### src/rtl/gpio_gh_pkg.sv
// Package for the two 8-bit general-purpose ports G and H.
// Assumes a single 40 MHz clock and a plain strobe-based register port.
package gpio_gh_pkg;

  localparam int PIN_W = 8;
  localparam int DATA_W = 32;
  localparam int ADDR_W = 8;
  localparam int OFFS_W = 6;
  // Address bit that selects port H over port G.
  localparam int PORT_SEL_BIT = 6;

  // Register offsets within one port block.
  localparam logic [OFFS_W-1:0] OFFS_DATA = 6'h00;
  localparam logic [OFFS_W-1:0] OFFS_OUTPUT_ENABLE = 6'h04;
  localparam logic [OFFS_W-1:0] OFFS_FUNCTION = 6'h08;
  localparam logic [OFFS_W-1:0] OFFS_RESERVED = 6'h10;
  localparam logic [OFFS_W-1:0] OFFS_OPEN_DRAIN = 6'h28;
  localparam logic [OFFS_W-1:0] OFFS_PULLUP = 6'h2C;
  localparam logic [OFFS_W-1:0] OFFS_INPUT_ENABLE = 6'h38;

  // Reset values of the pin control registers.
  localparam logic [PIN_W-1:0] PIN_RST = 8'h00;
  localparam logic [PIN_W-1:0] PIN_ALL = 8'hFF;
  localparam logic [PIN_W-1:0] PH_PULLUP_RST = 8'h01;
  localparam logic [PIN_W-1:0] STRAP_MASK = 8'h01;
  localparam logic [DATA_W-PIN_W-1:0] RD_UPPER_ZERO = 24'h00_0000;

  localparam int STRAP_BIT = 0;
  localparam int EXTERNAL_INTERRUPT_4_BIT = 3;
  // Clock edges the strap waits for its synchroniser to fill.
  localparam logic [1:0] STRAP_SETTLE = 2'h2;
  localparam logic [1:0] SETTLE_STEP = 2'h1;

  typedef enum logic [1:0] {
    BOOT_WAIT,
    BOOT_FLASH,
    BOOT_ROM
  } boot_state_t;

  typedef struct packed {
    logic [PIN_W-1:0] pg_data;
    logic [PIN_W-1:0] pg_oe;
    logic [PIN_W-1:0] pg_fs;
    logic [PIN_W-1:0] pg_od;
    logic [PIN_W-1:0] pg_pu;
    logic [PIN_W-1:0] pg_ie;
    logic [PIN_W-1:0] ph_data;
    logic [PIN_W-1:0] ph_oe;
    logic [PIN_W-1:0] ph_fs;
    logic [PIN_W-1:0] ph_pu;
    logic [PIN_W-1:0] ph_ie;
    logic [PIN_W-1:0] pg_s1;
    logic [PIN_W-1:0] pg_s2;
    logic [PIN_W-1:0] ph_s1;
    logic [PIN_W-1:0] ph_s2;
    logic [PIN_W-1:0] pg_out;
    logic [PIN_W-1:0] pg_oe_n;
    logic [PIN_W-1:0] pg_pin_pu;
    logic [PIN_W-1:0] pg_pin_ie;
    logic [PIN_W-1:0] ph_out;
    logic [PIN_W-1:0] ph_oe_n;
    logic [PIN_W-1:0] ph_pin_pu;
    logic [PIN_W-1:0] ph_pin_ie;
    logic external_interrupt_4;
    logic [DATA_W-1:0] rdata;
    boot_state_t boot;
    logic [1:0] settle;
  } state_t;

  localparam state_t STATE_RST = '{
    pg_data: PIN_RST, pg_oe: PIN_RST, pg_fs: PIN_RST, pg_od: PIN_RST,
    pg_pu: PIN_RST, pg_ie: PIN_RST, ph_data: PIN_RST, ph_oe: PIN_RST,
    ph_fs: PIN_RST, ph_pu: PH_PULLUP_RST, ph_ie: PIN_RST,
    pg_s1: PIN_RST, pg_s2: PIN_RST, ph_s1: PIN_RST, ph_s2: PIN_RST,
    pg_out: PIN_RST, pg_oe_n: PIN_ALL, pg_pin_pu: PIN_RST,
    pg_pin_ie: PIN_RST, ph_out: PIN_RST, ph_oe_n: PIN_ALL,
    ph_pin_pu: PH_PULLUP_RST, ph_pin_ie: STRAP_MASK, external_interrupt_4: 1'b0,
    rdata: 32'h0000_0000, boot: BOOT_WAIT, settle: 2'h0
  };

endpackage

### src/rtl/gpio_ports_g_h.sv
// Two 8-bit general-purpose ports G and H with per-pin control registers.
// Assumes one 40 MHz clock, pins sampled from outside its domain, and a
// register master that never issues read and write strobes together.
`timescale 1ns/1ps

module gpio_ports_g_h (
  input wire logic i_clk,
  input wire logic i_reset_n,
  input wire logic [gpio_gh_pkg::ADDR_W-1:0] i_addr,
  input wire logic [gpio_gh_pkg::DATA_W-1:0] i_wdata,
  input wire logic i_wr,
  input wire logic i_rd,
  output logic [gpio_gh_pkg::DATA_W-1:0] o_rdata,
  input wire logic [gpio_gh_pkg::PIN_W-1:0] i_pg_pin,
  output logic [gpio_gh_pkg::PIN_W-1:0] o_pg_out,
  output logic [gpio_gh_pkg::PIN_W-1:0] o_pg_oe_n,
  output logic [gpio_gh_pkg::PIN_W-1:0] o_pg_pullup,
  output logic [gpio_gh_pkg::PIN_W-1:0] o_pg_in_en,
  input wire logic [gpio_gh_pkg::PIN_W-1:0] i_pg_alt_out,
  input wire logic [gpio_gh_pkg::PIN_W-1:0] i_pg_alt_drive,
  output logic [gpio_gh_pkg::PIN_W-1:0] o_pg_alt_in,
  output logic o_external_interrupt_4,
  input wire logic [gpio_gh_pkg::PIN_W-1:0] i_ph_pin,
  output logic [gpio_gh_pkg::PIN_W-1:0] o_ph_out,
  output logic [gpio_gh_pkg::PIN_W-1:0] o_ph_oe_n,
  output logic [gpio_gh_pkg::PIN_W-1:0] o_ph_pullup,
  output logic [gpio_gh_pkg::PIN_W-1:0] o_ph_in_en,
  output logic [gpio_gh_pkg::PIN_W-1:0] o_ph_timer_in,
  output logic o_boot_valid,
  output logic o_boot_from_flash,
  output logic o_boot_from_rom
);

  gpio_gh_pkg::state_t s_r;
  gpio_gh_pkg::state_t s_nxt;
  logic sel_h;
  logic addr_hi;
  logic [gpio_gh_pkg::OFFS_W-1:0] offs;
  logic wr_g;
  logic wr_h;
  logic [gpio_gh_pkg::PIN_W-1:0] rd_byte;
  logic [gpio_gh_pkg::PIN_W-1:0] pg_drive;
  logic [gpio_gh_pkg::PIN_W-1:0] pg_val;
  logic [gpio_gh_pkg::PIN_W-1:0] ph_drive;
  logic [gpio_gh_pkg::PIN_W-1:0] strap_hold;

  ////////////////////////////////////////////////////////////////////////////
  // Address decode.

  assign sel_h = i_addr[gpio_gh_pkg::PORT_SEL_BIT];
  assign addr_hi = |i_addr[gpio_gh_pkg::ADDR_W-1:gpio_gh_pkg::PORT_SEL_BIT+1];
  assign offs = i_addr[gpio_gh_pkg::OFFS_W-1:0];
  assign wr_g = i_wr && !addr_hi && !sel_h;
  assign wr_h = i_wr && !addr_hi && sel_h;

  ////////////////////////////////////////////////////////////////////////////
  // Next-state logic.

  always_comb begin
    s_nxt = s_r;
    rd_byte = gpio_gh_pkg::PIN_RST;
    // Bits with no register behind them always read as zero.
    s_nxt.rdata = '0;
    // Port G writes; unmapped and reserved offsets are ignored.
    if (wr_g) begin
      case (offs)
        gpio_gh_pkg::OFFS_DATA: begin
          s_nxt.pg_data = i_wdata[gpio_gh_pkg::PIN_W-1:0];
        end
        gpio_gh_pkg::OFFS_OUTPUT_ENABLE: begin
          s_nxt.pg_oe = i_wdata[gpio_gh_pkg::PIN_W-1:0];
        end
        gpio_gh_pkg::OFFS_FUNCTION: begin
          s_nxt.pg_fs = i_wdata[gpio_gh_pkg::PIN_W-1:0];
        end
        gpio_gh_pkg::OFFS_OPEN_DRAIN: begin
          s_nxt.pg_od = i_wdata[gpio_gh_pkg::PIN_W-1:0];
        end
        gpio_gh_pkg::OFFS_PULLUP: begin
          s_nxt.pg_pu = i_wdata[gpio_gh_pkg::PIN_W-1:0];
        end
        gpio_gh_pkg::OFFS_INPUT_ENABLE: begin
          s_nxt.pg_ie = i_wdata[gpio_gh_pkg::PIN_W-1:0];
        end
        default: begin
        end
      endcase
    end
    // Port H writes; it has no open-drain register.
    if (wr_h) begin
      case (offs)
        gpio_gh_pkg::OFFS_DATA: begin
          s_nxt.ph_data = i_wdata[gpio_gh_pkg::PIN_W-1:0];
        end
        gpio_gh_pkg::OFFS_OUTPUT_ENABLE: begin
          s_nxt.ph_oe = i_wdata[gpio_gh_pkg::PIN_W-1:0];
        end
        gpio_gh_pkg::OFFS_FUNCTION: begin
          s_nxt.ph_fs = i_wdata[gpio_gh_pkg::PIN_W-1:0];
        end
        gpio_gh_pkg::OFFS_PULLUP: begin
          s_nxt.ph_pu = i_wdata[gpio_gh_pkg::PIN_W-1:0];
        end
        gpio_gh_pkg::OFFS_INPUT_ENABLE: begin
          s_nxt.ph_ie = i_wdata[gpio_gh_pkg::PIN_W-1:0];
        end
        default: begin
        end
      endcase
    end
    // Reads: a pin with its output-enable bit set returns its latch, otherwise the gated pin.
    if (i_rd && !addr_hi) begin
      case (offs)
        gpio_gh_pkg::OFFS_DATA: begin
          if (sel_h) begin
            rd_byte = (s_r.ph_oe & s_r.ph_data)
              | (~s_r.ph_oe & s_r.ph_s2 & s_r.ph_ie);
          end else begin
            rd_byte = (s_r.pg_oe & s_r.pg_data)
              | (~s_r.pg_oe & s_r.pg_s2 & s_r.pg_ie);
          end
        end
        gpio_gh_pkg::OFFS_OUTPUT_ENABLE: begin
          rd_byte = sel_h ? s_r.ph_oe : s_r.pg_oe;
        end
        gpio_gh_pkg::OFFS_FUNCTION: begin
          rd_byte = sel_h ? s_r.ph_fs : s_r.pg_fs;
        end
        gpio_gh_pkg::OFFS_OPEN_DRAIN: begin
          rd_byte = sel_h ? gpio_gh_pkg::PIN_RST : s_r.pg_od;
        end
        gpio_gh_pkg::OFFS_PULLUP: begin
          rd_byte = sel_h ? s_r.ph_pu : s_r.pg_pu;
        end
        gpio_gh_pkg::OFFS_INPUT_ENABLE: begin
          rd_byte = sel_h ? s_r.ph_ie : s_r.pg_ie;
        end
        default: begin
          rd_byte = gpio_gh_pkg::PIN_RST;
        end
      endcase
      s_nxt.rdata = {gpio_gh_pkg::RD_UPPER_ZERO, rd_byte};
    end
    // Pin synchronisers, two flops each.
    s_nxt.pg_s1 = i_pg_pin;
    s_nxt.pg_s2 = s_r.pg_s1;
    s_nxt.ph_s1 = i_ph_pin;
    s_nxt.ph_s2 = s_r.ph_s1;
    // Boot strap capture once the synchroniser holds a settled level.
    case (s_r.boot)
      gpio_gh_pkg::BOOT_WAIT: begin
        if (s_r.settle == gpio_gh_pkg::STRAP_SETTLE) begin
          if (s_r.ph_s2[gpio_gh_pkg::STRAP_BIT]) begin
            s_nxt.boot = gpio_gh_pkg::BOOT_FLASH;
          end else begin
            s_nxt.boot = gpio_gh_pkg::BOOT_ROM;
          end
        end else begin
          s_nxt.settle = s_r.settle + gpio_gh_pkg::SETTLE_STEP;
        end
      end
      gpio_gh_pkg::BOOT_FLASH, gpio_gh_pkg::BOOT_ROM: begin
      end
      default: begin
        s_nxt.boot = gpio_gh_pkg::BOOT_WAIT;
      end
    endcase
    // Port G drive: the peripheral takes over when selected.
    pg_drive = (s_r.pg_fs & i_pg_alt_drive)
      | (~s_r.pg_fs & s_r.pg_oe);
    pg_val = (s_r.pg_fs & i_pg_alt_out) | (~s_r.pg_fs & s_r.pg_data);
    // Open-drain bits only ever pull low.
    s_nxt.pg_out = pg_val & ~s_r.pg_od;
    s_nxt.pg_oe_n = ~(pg_drive & ~(s_r.pg_od & pg_val));
    s_nxt.pg_pin_pu = s_r.pg_pu;
    s_nxt.pg_pin_ie = s_r.pg_ie;
    s_nxt.external_interrupt_4 = s_r.pg_s2[gpio_gh_pkg::EXTERNAL_INTERRUPT_4_BIT]
      & s_r.pg_ie[gpio_gh_pkg::EXTERNAL_INTERRUPT_4_BIT];
    // Port H: a timer-input pin is never driven.
    ph_drive = s_r.ph_oe & ~s_r.ph_fs;
    s_nxt.ph_out = s_r.ph_data;
    s_nxt.ph_oe_n = ~ph_drive;
    // Until the strap is taken, its input buffer and pull-up stay on.
    strap_hold = (s_r.boot == gpio_gh_pkg::BOOT_WAIT)
      ? gpio_gh_pkg::STRAP_MASK : gpio_gh_pkg::PIN_RST;
    s_nxt.ph_pin_pu = s_r.ph_pu | strap_hold;
    s_nxt.ph_pin_ie = s_r.ph_ie | strap_hold;
  end

  ////////////////////////////////////////////////////////////////////////////
  // State register.

  always_ff @(posedge i_clk or negedge i_reset_n) begin
    if (!i_reset_n) begin
      s_r <= gpio_gh_pkg::STATE_RST;
    end else begin
      s_r <= s_nxt;
    end
  end

  ////////////////////////////////////////////////////////////////////////////
  // Outputs.

  assign o_rdata = s_r.rdata;
  assign o_pg_out = s_r.pg_out;
  assign o_pg_oe_n = s_r.pg_oe_n;
  assign o_pg_pullup = s_r.pg_pin_pu;
  assign o_pg_in_en = s_r.pg_pin_ie;
  assign o_pg_alt_in = s_r.pg_s2 & s_r.pg_ie & s_r.pg_fs;
  assign o_external_interrupt_4 = s_r.external_interrupt_4;
  assign o_ph_out = s_r.ph_out;
  assign o_ph_oe_n = s_r.ph_oe_n;
  assign o_ph_pullup = s_r.ph_pin_pu;
  assign o_ph_in_en = s_r.ph_pin_ie;
  assign o_ph_timer_in = s_r.ph_s2 & s_r.ph_ie & s_r.ph_fs;
  assign o_boot_valid = (s_r.boot != gpio_gh_pkg::BOOT_WAIT);
  assign o_boot_from_flash = (s_r.boot == gpio_gh_pkg::BOOT_FLASH);
  assign o_boot_from_rom = (s_r.boot == gpio_gh_pkg::BOOT_ROM);
endmodule

### config.mk
export PLATFORM = sky130hd
export DESIGN_NAME = gpio_ports_g_h
export DESIGN_NICKNAME = d
export VERILOG_FILES = /design/src/rtl/gpio_gh_pkg.sv /design/src/rtl/gpio_ports_g_h.sv
export SDC_FILE = /design/constraint.sdc
export NUM_CORES = 1
export LEC_CHECK = 0
export BUFFER_PORTS_ARGS = -buffer_cell sky130_fd_sc_hd__buf_4
export CORE_MARGIN = 2
export CORE_UTILIZATION = 47
export DETAILED_ROUTE_END_ITERATION = 16
export PLACE_DENSITY = 0.71
export SLEW_MARGIN = 20
export SYNTH_ARGS = -nofsm -noshare
export SYNTH_HDL_FRONTEND = slang
export SYNTH_SLANG_ARGS = --single-unit
### constraint.sdc
create_clock -name i_clk -period 2.1 [get_ports i_clk]
set_input_delay 0.105 -clock i_clk [delete_from_list [all_inputs] [get_ports i_clk]]
set_output_delay 0.105 -clock i_clk [all_outputs]
set_load 0.01 [all_outputs]
==> metrics <==
Total Routed Length=19100 um; largest net degree at the start of global routing=61; clock sink count=197; Core ar.=0.0179 mm^2; vias=5165; clock-pin slew on the worst setup and hold paths=70 ps; Setup crit end kind=flop; DRT iter0 DRCs=265; maximum VDD drop=547 uV; FF-to-FF End=o_rdata[3]; Post-synth EDFFs=0; Slew HR=0.631; Required @ worst endpoint=2420 ps; die width=139 um; grt total ovfl=0; R2R depth=4; Tot GR Track Use=0.205; Routed Antenna Nets=0; Worst Skew=10.7 ps; Synth Flop Type=dfrtp_1; max reg flops=84; Biggest register=s_r; height of the die=139 um; crit path max fanout=8; max-slew violation count=0; status=complete, no violations; IO Pins=192; Final Wtd Congestion=0.817; # resized after CTS=0; post-CTS setup buffer count=0; Synth area leaders=dfrtp_1 (52%), mux2_2 (11%), buf_4 (8.4%); Tmin final=1570 ps; Post-Syn Instances=643; total clock buffers created by CTS=17; Final TNS setup=0 ps; FF+latch count, synth=197; Via density=5.13; Setup Viol. Count Final=0; Mapped Area=0.00854 mm^2; Fmax=637 MHz; CTS H-tree depth=4; CP Launch Point=i_addr[1]; Port Buf Inserts=143; Starting Density=0.477; Worst Tran Pin Value=553 ps; post-synthesis cell type count=48; Final #Nets=845; worst r2r src=s_r[160]; worst hold path type=in2reg; Layout Utilization=0.574; clock buffer depth=2; power per cell area=819 mW/mm^2; crit path DAT=1890 ps; LEAKAGE=5.18 nW; WL/cell=18.9 um; async set-reset flop share out of synthesis=1.00; Antenna diodes=0; sequential share of the synthesized area=0.580; Setup crit end=s_r[147]; non-filler cells, final=1007; clk_lat worst skew=440 ps; area delta synth->final=20.4%; Syn Area/Cell=13.3 um^2; drt pass-1 iters=6; FP Rows=49; layout cell share with drive strength beyond 1=0.420; total of max-cap violations=0; crit path launch type=input port; Placed Cells=941; DIE AREA=0.0193 mm^2; Worst R2R Setup Slack=530 ps; synth warn=0; Post-DP HPWL=12800 um; leading area contributor after synthesis=dfrtp_1; Final Cycle Share=0.748; Yosys top cell area share=0.522; first-pass GRT wire length=30400 um; Final Hold Fails=0; initial antenna violation count=0; RSZ-0062 raised after global routing=no; clock root buffer=clkbuf_16; number of global-route vias before repair=5456; post-route DRC violation count=0; Setup Crit Path Kind=in2reg; Post-CTS Hold Buffers=34; CTS tree=yes
synthesized netlist by cell type, types with 8 or more instances:
library cell	number
o21ai_0	10
nand2b_1	11
nor2_1	9
nand2_1	32
dfstp_2	19
dfrtp_1	178
mux2i_1	33
a21oi_1	8
mux2_2	83
buf_4	96
mux2_4	8
a31oi_1	9
inv_1	15
buf_2	11
and3_1	18
o22a_2	8
o22a_1	8
worst max-delay path, cell delays in order:
cell    delay, ps
buf_4         120
or3b_1        410
or3_1         560
nor2_8        360
mux2_4        330
cells in the final DEF, fill, tap and decap left out, types with 9 or more instances in the layout:
master / count
mux2i_1: 33
and3_1: 18
inv_1: 15
nand2b_1: 11
mux2_2: 83
o21ai_0: 10
a31oi_1: 9
nand2_1: 32
buf_4: 162
nor2_1: 9
dlygate4sd3_1: 34
dfrtp_1: 178
clkbuf_16: 17
dfstp_2: 19
conb_1: 24
per-stage QoR:
step                power [mW]  hold slack [ps]  setup WS (ps)  area (um^2)
finish                    8.42             27.4            529        10300
global route              8.78             29.8            453        10300
CTS                       8.49             27.0            539        10300
detailed placement        5.09              116           77.0         9330
global placement          5.05              109            118         9330
floorplan                 4.79             -191            391         8630
cell type report:
class / count / area (um^2)
clock buffer: 19 / 453
clock inverter: 13 / 155
fill: 1479 / 7620
inverter: 16 / 60.1
multi-input combinational: 334 / 2760
sequential: 197 / 4950
tap: 229 / 287
timing repair buffer: 199 / 1610
worst min path at each step:
stage / slack [ps] / from / to / depth (start not counted)
2_1_floorplan: -190 / i_reset_n / o_external_interrupt_4 / 0
3_3_place_gp: 110 / i_reset_n / o_pg_in_en[2] / 1
3_5_place_dp: 120 / i_reset_n / s_nxt[119] / 1
4_1_cts: 30 / i_pg_alt_out[0] / o_pg_oe_n[0] / 3
5_1_grt: 30 / i_pg_alt_drive[3] / o_pg_oe_n[3] / 3
6_report: 30 / i_pg_alt_drive[3] / o_pg_oe_n[3] / 3
power by group:
group	leakage [nW]	internal [mW]	total (mW)	switching, mW
clock network	0.302	1.86	3.36	1.50
registers	2.58	4.03	4.18	0.150
logic	2.30	0.456	0.878	0.422
total	5.18	6.35	8.42	2.07
logic make-up (layout without fill, tap and decap cells):
kind of cell / after synthesis / count (layout) / share of synthesized area
xor gates and xnor gates: 1 / 1 / 0.00103
buffers and inverters: 135 / 247 / 0.107
DFF: 197 / 197 / 0.580
muxes: 128 / 128 / 0.167
other: 1 / 24 / 0.000439
and+or+nand+nor: 106 / 106 / 0.0760
AOI/OAI and AO/OA: 71 / 71 / 0.0626
adders and majority gates: 4 / 4 / 0.00586
metal layers:
| metal | up-vias | global-route usage | share of wire |
|---|---|---|---|
| li1 | 2376 | - | - |
| met5 | - | 0 | 0 |
| met4 | 0 | 0.0643 | 0.013 |
| met3 | 20 | 0.0490 | 0.049 |
| met2 | 173 | 0.333 | 0.49 |
| met1 | 2596 | 0.276 | 0.45 |
No activity file was read; power rests on OpenSTA's default activity.
